==> src/hdl/mso_map.vh <==
// Offsets, field positions, reset values and timing counts of the mode and over-voltage block
`ifndef MSO_MAP_VH
`define MSO_MAP_VH

// ----------------------------------------
// Register offsets
// ----------------------------------------
`define MSO_REG_COMMAND      8'h00
`define MSO_REG_STATUS_FIRST 8'h01
`define MSO_REG_STATUS_SECOND 8'h02
`define MSO_REG_IRQ_STATUS   8'h03
`define MSO_REG_IRQ_MASK     8'h04
`define MSO_REG_MODE_INFO    8'h05

// ----------------------------------------
// Field positions
// ----------------------------------------
`define MSO_CMD_THR_LSB      0
`define MSO_CMD_THR_MSB      1
`define MSO_ST1_OVERVOLT     0
`define MSO_ST2_UNDERVOLT    0
`define MSO_IRQ_OVERVOLT     0
`define MSO_IRQ_UNDERVOLT    1
`define MSO_IRQ_HOST_READY   2
`define MSO_INFO_SERIAL      0
`define MSO_INFO_RUN         1
`define MSO_INFO_BOOST       2
`define MSO_INFO_HOST_READY  3
`define MSO_INFO_BUS_RESUME  4

// ----------------------------------------
// Threshold codes
// ----------------------------------------
`define MSO_THR_31V4         2'h0
`define MSO_THR_24V          2'h1
`define MSO_THR_20V          2'h2
`define MSO_THR_RSVD         2'h3

// ----------------------------------------
// Reset values
// ----------------------------------------
`define MSO_RST_COMMAND      8'h00
`define MSO_RST_IRQ_MASK     3'h0

// ----------------------------------------
// Timing
// ----------------------------------------
`define MSO_CLK_HZ           100000000
`define MSO_STARTUP_WAIT_MS  1
`define MSO_BUS_RESUME_US    5

`endif

==> src/hdl/mso_ovp.v <==
// Output over-voltage threshold selection and boost auto-restart
`timescale 1ns/100ps
`include "mso_map.vh"
module mso_ovp (
    // Clock and reset
    input  wire       clk_in,
    input  wire       rst_n_in,
    // Control
    input  wire       run_in,
    input  wire       serial_mode_in,
    input  wire [1:0] code_in,
    // Comparators, already synchronised
    input  wire       trip_in,
    input  wire       recover_in,
    // Results
    output reg  [1:0] thr_sel_out,
    output reg        boost_on_out,
    output reg        trip_evt_out
);

    reg tripped;

    // ----------------------------------------
    // Threshold decode
    // ----------------------------------------
    always @(posedge clk_in or negedge rst_n_in) begin
        if (!rst_n_in) begin
            thr_sel_out <= `MSO_THR_31V4;
        end else if (!serial_mode_in) begin
            thr_sel_out <= `MSO_THR_31V4; // RQ15
        end else if (code_in == `MSO_THR_RSVD) begin
            thr_sel_out <= `MSO_THR_31V4; // RQ17
        end else begin
            thr_sel_out <= code_in; // RQ14
        end
    end

    // ----------------------------------------
    // Trip latch and restart
    // ----------------------------------------
    always @(posedge clk_in or negedge rst_n_in) begin
        if (!rst_n_in) begin
            tripped      <= 1'b0;
            boost_on_out <= 1'b0;
            trip_evt_out <= 1'b0;
        end else begin
            trip_evt_out <= run_in && trip_in && !tripped;
            if (!run_in) begin
                tripped <= 1'b0;
            end else if (trip_in) begin
                tripped <= 1'b1; // RQ12
            end else if (recover_in) begin
                // Recovery level carries the hysteresis below the trip point
                tripped <= 1'b0; // RQ13
            end
            boost_on_out <= run_in && !trip_in && !(tripped && !recover_in); // RQ12
        end
    end

endmodule

==> src/hdl/mso_sync.v <==
// Two-flop synchroniser bank for pin-level inputs
`timescale 1ns/100ps
module mso_sync #(
    parameter WIDTH = 10
) (
    // Clock and reset
    input  wire             clk_in,
    input  wire             rst_n_in,
    // Data
    input  wire [WIDTH-1:0] async_in,
    output wire [WIDTH-1:0] sync_out
);

    reg [WIDTH-1:0] meta;
    reg [WIDTH-1:0] stable;

    genvar i;
    generate
        for (i = 0; i < WIDTH; i = i + 1) begin : g_bit
            always @(posedge clk_in or negedge rst_n_in) begin
                if (!rst_n_in) begin
                    meta[i]   <= 1'b0;
                    stable[i] <= 1'b0;
                end else begin
                    meta[i]   <= async_in[i];
                    stable[i] <= meta[i];
                end
            end
        end
    endgenerate

    assign sync_out = stable;

endmodule

==> src/hdl/mso_top.v <==
// Start-up mode selection, sequencing, over-voltage status and register port
`timescale 1ns/100ps
`include "mso_map.vh"
// Contract
// RQ1 - I/O supply high at start-up selects serial mode, low selects pin mode.
// RQ2 - System settles the I/O supply pin before supply and enable both assert.
// RQ3 - System never leaves the I/O supply pin floating.
// RQ4 - Nothing runs unless input supply and enable are both high.
// RQ5 - Host waits 1 ms after supply and enable before its first command.
// RQ6 - Register values survive an I/O supply sag.
// RQ7 - Host waits 5 us of stable I/O supply before resuming transfers.
// RQ8 - In serial mode the two bus pins are clock and data.
// RQ9 - In pin mode the two bus pins pick one of four trim settings.
// RQ10 - Dimming input is accepted at any time, whatever the other inputs do.
// RQ11 - Under-voltage lockout shuts the device down at once.
// RQ12 - Over-voltage trip sets the status flag and stops the boost.
// RQ13 - Boost restarts by itself once output falls below threshold with hysteresis.
// RQ14 - Threshold code 00, 01, 10 select 31.4 V, 24 V, 20 V.
// RQ15 - Pin mode fixes the threshold at 31.4 V.
// RQ16 - Reading a status register clears its fault flags.
// RQ17 - Reserved code 11 applies the highest threshold.
module mso_top #(
    parameter STARTUP_CYCLES = (`MSO_STARTUP_WAIT_MS * `MSO_CLK_HZ) / 1000
) (
    // Clock and reset
    input  wire       REF_CLK_IN,
    input  wire       RST_N_IN,
    // Supply and enable
    input  wire       INPUT_SUPPLY_IN,
    input  wire       ENABLE_IN,
    input  wire       INPUT_UNDERVOLT_LOCKOUT_IN,
    input  wire       IO_SUPPLY_PIN_IN,
    input  wire       IO_SUPPLY_OK_IN,
    // Bus pins and dimming
    input  wire       SCL_IN,
    input  wire       SDA_IN,
    input  wire       PWM_IN,
    // Over-voltage comparators
    input  wire       OVP_TRIP_IN,
    input  wire       OVP_RECOVER_IN,
    // Register port
    input  wire [7:0] REG_ADDR_IN,
    input  wire [7:0] REG_WR_DATA_IN,
    input  wire       REG_WR_IN,
    input  wire       REG_RD_IN,
    output reg  [7:0] REG_RD_DATA_OUT,
    // Sequencing and mode
    output reg        REGULATOR_EN_OUT,
    output reg        OPERATIONAL_OUT,
    output reg        SERIAL_MODE_OUT,
    output reg        HOST_READY_OUT,
    output reg        BUS_RESUME_OUT,
    // Serial bus routing
    output reg        I2C_SCL_OUT,
    output reg        I2C_SDA_OUT,
    // Pin-mode trim and dimming
    output reg  [1:0] MAX_CURRENT_TRIM_SELECT_OUT,
    output reg        PWM_OUT,
    // Over-voltage control
    output reg  [1:0] OVERVOLT_THRESHOLD_SEL_OUT,
    output reg        BOOST_EN_OUT,
    // Interrupt
    output reg        IRQ_OUT
);

    // ----------------------------------------
    // Constants
    // ----------------------------------------
    localparam [1:0]  ST_OFF  = 2'h0;
    localparam [1:0]  ST_RAMP = 2'h1;
    localparam [1:0]  ST_RUN  = 2'h2;
    localparam        STARTUP_INT  = STARTUP_CYCLES - 1;
    localparam        RESUME_INT   = (`MSO_BUS_RESUME_US * `MSO_CLK_HZ) / 1000000 - 1;
    // Counters are sized for the defaults; the cut is on purpose
    localparam [16:0] STARTUP_LAST = STARTUP_INT[16:0];
    localparam [9:0]  RESUME_LAST  = RESUME_INT[9:0];

    // ----------------------------------------
    // Synchronised pins
    // ----------------------------------------
    wire [9:0] pin_sync;
    wire       s_supply;
    wire       s_enable;
    wire       s_input_undervolt_lockout;
    wire       s_io_pin;
    wire       s_io_ok;
    wire       s_scl;
    wire       s_sda;
    wire       s_pwm;
    wire       s_trip;
    wire       s_recover;

    mso_sync #(
        .WIDTH(10)
    ) u_sync (
        .clk_in   (REF_CLK_IN),
        .rst_n_in (RST_N_IN),
        .async_in ({OVP_RECOVER_IN, OVP_TRIP_IN, PWM_IN, SDA_IN, SCL_IN,
                    IO_SUPPLY_OK_IN, IO_SUPPLY_PIN_IN, INPUT_UNDERVOLT_LOCKOUT_IN,
                    ENABLE_IN, INPUT_SUPPLY_IN}),
        .sync_out (pin_sync)
    );

    assign s_supply  = pin_sync[0];
    assign s_enable  = pin_sync[1];
    assign s_input_undervolt_lockout    = pin_sync[2];
    assign s_io_pin  = pin_sync[3];
    assign s_io_ok   = pin_sync[4];
    assign s_scl     = pin_sync[5];
    assign s_sda     = pin_sync[6];
    assign s_pwm     = pin_sync[7];
    assign s_trip    = pin_sync[8];
    assign s_recover = pin_sync[9];

    // ----------------------------------------
    // State
    // ----------------------------------------
    reg  [1:0]  state;
    reg  [1:0]  next_state;
    reg  [16:0] startup_cnt;
    reg  [9:0]  resume_cnt;
    reg         serial_mode;
    reg  [7:0]  command;
    reg         overvolt_flag;
    reg         undervolt_flag;
    reg  [2:0]  irq_status;
    reg  [2:0]  irq_mask;
    reg         input_undervolt_lockout_prev;
    wire        power_good;
    wire        running;
    wire [1:0]  thr_sel;
    wire        boost_on;
    wire        trip_evt;
    wire        input_undervolt_lockout_evt;
    wire        ready_evt;
    wire        rd_st1;
    wire        rd_st2;
    wire        wr_irq;
    wire [2:0]  irq_set;

    // Supply, enable and no lockout are all needed to run
    assign power_good = s_supply && s_enable && !s_input_undervolt_lockout; // RQ4 RQ11
    assign running    = (state == ST_RAMP) || (state == ST_RUN);
    assign input_undervolt_lockout_evt   = s_input_undervolt_lockout && !input_undervolt_lockout_prev;
    assign ready_evt  = (state == ST_RAMP) && power_good && (startup_cnt == STARTUP_LAST);
    assign rd_st1     = REG_RD_IN && (REG_ADDR_IN == `MSO_REG_STATUS_FIRST);
    assign rd_st2     = REG_RD_IN && (REG_ADDR_IN == `MSO_REG_STATUS_SECOND);
    assign wr_irq     = REG_WR_IN && (REG_ADDR_IN == `MSO_REG_IRQ_STATUS);
    assign irq_set    = {ready_evt, input_undervolt_lockout_evt, trip_evt};

    // ----------------------------------------
    // Power sequencing
    // ----------------------------------------
    always @* begin
        next_state = state;
        case (state)
            ST_OFF: begin
                if (power_good) begin
                    next_state = ST_RAMP; // RQ4
                end
            end
            ST_RAMP: begin
                if (!power_good) begin
                    next_state = ST_OFF; // RQ11
                end else if (startup_cnt == STARTUP_LAST) begin
                    next_state = ST_RUN;
                end
            end
            ST_RUN: begin
                if (!power_good) begin
                    next_state = ST_OFF; // RQ11
                end
            end
            default: begin
                next_state = ST_OFF;
            end
        endcase
    end

    always @(posedge REF_CLK_IN or negedge RST_N_IN) begin
        if (!RST_N_IN) begin
            state       <= ST_OFF;
            startup_cnt <= 17'h00000;
            serial_mode <= 1'b0;
            input_undervolt_lockout_prev   <= 1'b0;
        end else begin
            state     <= next_state;
            input_undervolt_lockout_prev <= s_input_undervolt_lockout;
            if (state == ST_OFF && power_good) begin
                // Mode is sampled once, as supply and enable come up
                serial_mode <= s_io_pin; // RQ1
            end
            if (state == ST_RAMP && power_good && startup_cnt != STARTUP_LAST) begin
                startup_cnt <= startup_cnt + 17'h00001; // RQ5
            end else if (state != ST_RAMP) begin
                startup_cnt <= 17'h00000;
            end
        end
    end

    // ----------------------------------------
    // I/O supply stability
    // ----------------------------------------
    // Only a status hint; transfers are paced by the host
    always @(posedge REF_CLK_IN or negedge RST_N_IN) begin
        if (!RST_N_IN) begin
            resume_cnt     <= 10'h000;
            BUS_RESUME_OUT <= 1'b0;
        end else begin
            if (!s_io_ok || !running || !serial_mode) begin
                resume_cnt     <= 10'h000;
                BUS_RESUME_OUT <= 1'b0;
            end else if (resume_cnt != RESUME_LAST) begin
                resume_cnt <= resume_cnt + 10'h001; // RQ7
            end else begin
                BUS_RESUME_OUT <= 1'b1; // RQ7
            end
        end
    end

    // ----------------------------------------
    // Over-voltage control
    // ----------------------------------------
    mso_ovp u_ovp (
        .clk_in         (REF_CLK_IN),
        .rst_n_in       (RST_N_IN),
        .run_in         (running),
        .serial_mode_in (serial_mode),
        .code_in        (command[`MSO_CMD_THR_MSB:`MSO_CMD_THR_LSB]),
        .trip_in        (s_trip),
        .recover_in     (s_recover),
        .thr_sel_out    (thr_sel),
        .boost_on_out   (boost_on),
        .trip_evt_out   (trip_evt)
    );

    // ----------------------------------------
    // Registers
    // ----------------------------------------
    // Cleared only by reset or while powered off; an I/O supply sag does not touch them
    always @(posedge REF_CLK_IN or negedge RST_N_IN) begin
        if (!RST_N_IN) begin
            command  <= `MSO_RST_COMMAND;
            irq_mask <= `MSO_RST_IRQ_MASK;
        end else if (state == ST_OFF) begin
            command  <= `MSO_RST_COMMAND;
            irq_mask <= `MSO_RST_IRQ_MASK;
        end else if (REG_WR_IN && serial_mode) begin // RQ6
            if (REG_ADDR_IN == `MSO_REG_COMMAND) begin
                command <= REG_WR_DATA_IN;
            end
            if (REG_ADDR_IN == `MSO_REG_IRQ_MASK) begin
                irq_mask <= REG_WR_DATA_IN[2:0];
            end
        end
    end

    // Set wins over clear-on-read
    always @(posedge REF_CLK_IN or negedge RST_N_IN) begin
        if (!RST_N_IN) begin
            overvolt_flag  <= 1'b0;
            undervolt_flag <= 1'b0;
        end else begin
            if (trip_evt) begin
                overvolt_flag <= 1'b1; // RQ12
            end else if (rd_st1) begin
                overvolt_flag <= 1'b0; // RQ16
            end
            if (input_undervolt_lockout_evt) begin
                undervolt_flag <= 1'b1;
            end else if (rd_st2) begin
                undervolt_flag <= 1'b0; // RQ16
            end
        end
    end

    genvar gi;
    generate
        for (gi = 0; gi < 3; gi = gi + 1) begin : g_irq
            always @(posedge REF_CLK_IN or negedge RST_N_IN) begin
                if (!RST_N_IN) begin
                    irq_status[gi] <= 1'b0;
                end else if (irq_set[gi]) begin
                    irq_status[gi] <= 1'b1;
                end else if (wr_irq && REG_WR_DATA_IN[gi]) begin
                    irq_status[gi] <= 1'b0;
                end
            end
        end
    endgenerate

    // ----------------------------------------
    // Read port
    // ----------------------------------------
    always @(posedge REF_CLK_IN or negedge RST_N_IN) begin
        if (!RST_N_IN) begin
            REG_RD_DATA_OUT <= 8'h00;
        end else if (REG_RD_IN) begin
            case (REG_ADDR_IN)
                `MSO_REG_COMMAND: begin
                    REG_RD_DATA_OUT <= command;
                end
                `MSO_REG_STATUS_FIRST: begin
                    REG_RD_DATA_OUT <= {7'h00, overvolt_flag};
                end
                `MSO_REG_STATUS_SECOND: begin
                    REG_RD_DATA_OUT <= {7'h00, undervolt_flag};
                end
                `MSO_REG_IRQ_STATUS: begin
                    REG_RD_DATA_OUT <= {5'h00, irq_status};
                end
                `MSO_REG_IRQ_MASK: begin
                    REG_RD_DATA_OUT <= {5'h00, irq_mask};
                end
                `MSO_REG_MODE_INFO: begin
                    REG_RD_DATA_OUT <= {3'h0, BUS_RESUME_OUT, HOST_READY_OUT,
                                        boost_on, running, serial_mode};
                end
                default: begin
                    REG_RD_DATA_OUT <= 8'h00;
                end
            endcase
        end else begin
            REG_RD_DATA_OUT <= 8'h00;
        end
    end

    // ----------------------------------------
    // Outputs
    // ----------------------------------------
    always @(posedge REF_CLK_IN or negedge RST_N_IN) begin
        if (!RST_N_IN) begin
            REGULATOR_EN_OUT            <= 1'b0;
            OPERATIONAL_OUT             <= 1'b0;
            SERIAL_MODE_OUT             <= 1'b0;
            HOST_READY_OUT              <= 1'b0;
            I2C_SCL_OUT                 <= 1'b1;
            I2C_SDA_OUT                 <= 1'b1;
            MAX_CURRENT_TRIM_SELECT_OUT <= 2'h0;
            PWM_OUT                     <= 1'b0;
            OVERVOLT_THRESHOLD_SEL_OUT  <= `MSO_THR_31V4;
            BOOST_EN_OUT                <= 1'b0;
            IRQ_OUT                     <= 1'b0;
        end else begin
            REGULATOR_EN_OUT <= (next_state != ST_OFF); // RQ4
            OPERATIONAL_OUT  <= (next_state == ST_RUN); // RQ4
            SERIAL_MODE_OUT  <= serial_mode; // RQ1
            HOST_READY_OUT   <= serial_mode && (next_state == ST_RUN); // RQ5
            if (running && serial_mode) begin
                I2C_SCL_OUT <= s_scl; // RQ8
                I2C_SDA_OUT <= s_sda; // RQ8
            end else begin
                I2C_SCL_OUT <= 1'b1;
                I2C_SDA_OUT <= 1'b1;
            end
            if (running && !serial_mode) begin
                MAX_CURRENT_TRIM_SELECT_OUT <= {s_scl, s_sda}; // RQ9
            end
            // No gating at all: dimming passes in every state
            PWM_OUT                    <= s_pwm; // RQ10
            OVERVOLT_THRESHOLD_SEL_OUT <= thr_sel;
            BOOST_EN_OUT               <= boost_on && power_good; // RQ11 RQ12
            IRQ_OUT                    <= |(irq_status & irq_mask);
        end
    end

endmodule

==> config.mk <==
export PLATFORM = sky130hd
export DESIGN_NAME = mso_top
export DESIGN_NICKNAME = d
export VERILOG_FILES = /design/src/hdl/mso_ovp.v /design/src/hdl/mso_sync.v /design/src/hdl/mso_top.v
export VERILOG_INCLUDE_DIRS = /design/src /design/src/hdl
export SDC_FILE = /design/constraint.sdc
export NUM_CORES = 1
export LEC_CHECK = 0
export BUFFER_PORTS_ARGS = -buffer_cell sky130_fd_sc_hd__buf_2
export CORE_ASPECT_RATIO = 0.7
export CORE_UTILIZATION = 40
export CTS_CLUSTER_SIZE = 14
export DETAILED_ROUTE_END_ITERATION = 8
export RECOVER_POWER = 25
export SLEW_MARGIN = 20
export SYNTH_ARGS = -nofsm -noshare
export SYNTH_HDL_FRONTEND = slang
export SYNTH_SLANG_ARGS = --single-unit
==> constraint.sdc <==
create_clock -name REF_CLK_IN -period 3.5 [get_ports REF_CLK_IN]
set_clock_uncertainty 0.05 [all_clocks]
set_input_delay 0.875 -clock REF_CLK_IN [delete_from_list [all_inputs] [get_ports REF_CLK_IN]]
set_output_delay 0.875 -clock REF_CLK_IN [all_outputs]
set_load 0.01 [all_outputs]
==> impl_metrics.toml <==
[placement]
place_inst = 520
portBuffers = 51
place_congestion = 0.822
pre_cts_slack_ps = 800
hpwl_um = 5650

[clock_network]
cts_resized = 0
post_cts_buffers = 0
clk_pin_slew_worst_paths_ps = 70
cts-root-buf = "clkbuf_16"
cts_tree = "built"
clock_latency_ps = 350
htreeDepth = 3
holdBufCountCts = 0
cts_sinks = 94
max-clock-path-buffers = 2
cts-buffers-inserted = 9

[logic_synthesis]
netlist_area_um2 = 4060
synth_area_leader_cell = "dfrtp_1"
synth_most_common_cell = "dfrtp_1"
syn-mean-instance-area_um2 = 11.7
ys_ff_latch = 94
synthCells = 348
synth.top_cell.area_share = 0.567
dominantRegCellSynth = "dfrtp_1"
syn_nets = 384
yosys_warnings = 0
synth_area_leaders = "dfrtp_1 (57%), mux2i_1 (4.7%), nor2_1 (2.6%), ha_1 (1.8%), nand3_1 (1.8%)"
synth_edf_count = 0
ys_top_cells_by_count = "dfrtp_1 (92), nor2_1 (28), mux2i_1 (19), nand2_1 (18), nand3_1 (15)"
synthArstFlopShare = 1.00
yosysSeqAreaShare = 0.580
ys_types = 57

[hold_path]
min-delay-start = "u_sync.meta[2]"
worstHoldPathType = "reg2reg"

[timing]
hold_viol = 0
tightest_slew_ps = 637
setup_viol = 0
min_period_over_period = 0.674
slew_headroom = 0.572
slew_violations = 0
min_period_ps = 2360
grt_setup_unrepaired = "no"
fin_ws_ps = 1140
fin_setup_tns_ps = 0
fmax_mhz = 424

[global_route]
grt_max_degree = 49
grt_util_all_layers = 0.165
grt_pass1_vias = 2521
grt_pass1_wl_um = 13000
overflow = 0
antenna_found_initial = 0

[status]
outcome = "complete, no violations"

[setup_path]
cp_max_fo = 8
worstSetupEndpointType = "register"
critPathLaunch = "REG_ADDR_IN[3]"
slowest_stage = "nand4_1"
setup.worst_path.start_class = "input port"
crit-reg2reg-launch = "startup_cnt[0]"
cp_data_required_time_ps = 3660
critPathMaxStageDelay_ps = 590
arrival_ps = 2510
crit_chain = "buf_2 > nor4_1 > nand4_1 > mux2i_1 > nor2_1"
path_class = "in2reg"
path_delay_family = "simple AND/OR/NAND/NOR gates"
crit_buf_inv = 1

[finish]
syn2layout_area_growth_pct = 16.8
final_nets = 439
finalNonFillerCells = 536
utilization = 0.486
drive_above_1_share = 0.228
diodes = 0

[drt]
ant_nets = 0
drc = 0
vias_per_cell = 5.09
vias = 2727
finalWirelength_um = 7940
wl_per_cell_um = 14.8
drtIter0Drc = 192
drt_first_pass_iters = 5

[power]
power.density_nw_per_um2 = 540
p_seq_frac = 0.469
internal_power_mw = 1.86
total_switching_power_uw = 704
fin_total_pwr_mw = 2.56
clkPwrFrac = 0.385
swShare = 0.275
p_comb_frac = 0.145
p_leak_nw = 2.24
ir_worst_vdd_mv = 0.298

[die]
core-area_um2 = 9760
die-width_um = 122
initial_core_util = 0.416
die_area_um2 = 10600
rows = 30
ios = 52
die_h_um = 86.3

[run]
drv_cap = 0
==> final cells by class <==
class                   instances  area, µm²
fillers                       902       5020
clock inverters                 7       81.3
multi-input cells             229       1570
flip-flops and latches         94       2350
well taps                     128        160
repair buffers                 55        297
inverters                      14       52.6
clock buffers                   9        225
==> power by group through the flow <==
stage / Combinational [mW] / Sequential (mW) / Clock [mW]
after floorplan: 0.248 / 1.22 / 0
after global placement: 0.372 / 1.22 / 0
after detailed placement: 0.378 / 1.22 / 0
after CTS: 0.381 / 1.20 / 1.01
after global routing: 0.412 / 1.21 / 1.06
final: 0.371 / 1.20 / 0.986
==> worst register-to-register path, stage by stage (launching register included) <==
cell,delay [ps]
dfrtp_1,380
ha_1,210
nand4_1,350
nor4_4,720
a22oi_1,240
a211oi_2,240
==> cells in the final DEF (no fill, tap or decap), drive strengths merged, types with 5 or more instances in the layout <==
cell type  instances
ha                 6
nor2              28
clkbuf            10
mux2i             19
buf               54
o21ai             10
xnor2              5
inv               16
nand4             11
and2              10
and3               9
nor4               7
xor2               7
nand3             15
or4                5
a21oi             11
dfrtp             92
or3                9
a21boi             9
nand2             19
nor2b              6
==> per-stage QoR <==
stage          area [µm²]  hold slack, ps
5_1_grt              4740             305
3_5_place_dp         4440             288
2_1_floorplan        4060             281
3_3_place_gp         4440             283
6_report             4740             295
4_1_cts              4750             297
==> routing by layer <==
layer | up-vias | wire (µm) | global-route usage
li1 | 1347 | - | -
met1 | 1310 | 4170 | 0.251
met2 | 68 | 3340 | 0.219
met3 | 2 | 391 | 0.0546
met4 | 0 | 37 | 0.0521
met5 | - | 0 | 0
==> worst paths after layout <==
path | slack [ps] | to | depth (start not counted)
min | 300 | u_sync.sync_out[2] | 0
max in group asynchronous | 2210 | I2C_SDA_OUT | 2
max reg2reg | 1230 | HOST_READY_OUT | 5
min in group asynchronous | 490 | startup_cnt[10] | 1
min reg2reg | 300 | u_sync.sync_out[2] | 0
max | 1140 | command[4] | 5
==> kinds of logic after synthesis <==
| group | after synthesis | share of synthesized area |
|---|---|---|
| AND/OR/NAND/NOR | 141 | 0.203 |
| flip-flops | 94 | 0.580 |
| AO/OA/AOI/OAI | 47 | 0.0789 |
| buffers and inverters | 25 | 0.0330 |
| multiplexers | 23 | 0.0607 |
| XOR/XNOR | 12 | 0.0259 |
| adder cells (fa/ha/maj) | 6 | 0.0185 |
==> sequential cells by signal, summed over array words and instances (netlist names), 2 cells and up <==
register / count
startup_cnt: 17
MAX_CURRENT_TRIM_SELECT_OUT: 2
irq_mask: 3
irq_status: 3
REG_RD_DATA_OUT: 8
u_ovp.thr_sel_out: 2
state: 2
resume_cnt: 10
u_sync.sync_out: 10
OVERVOLT_THRESHOLD_SEL_OUT: 2
u_sync.meta: 10
command: 8
Note: power is estimated with default switching activity, not from simulation.
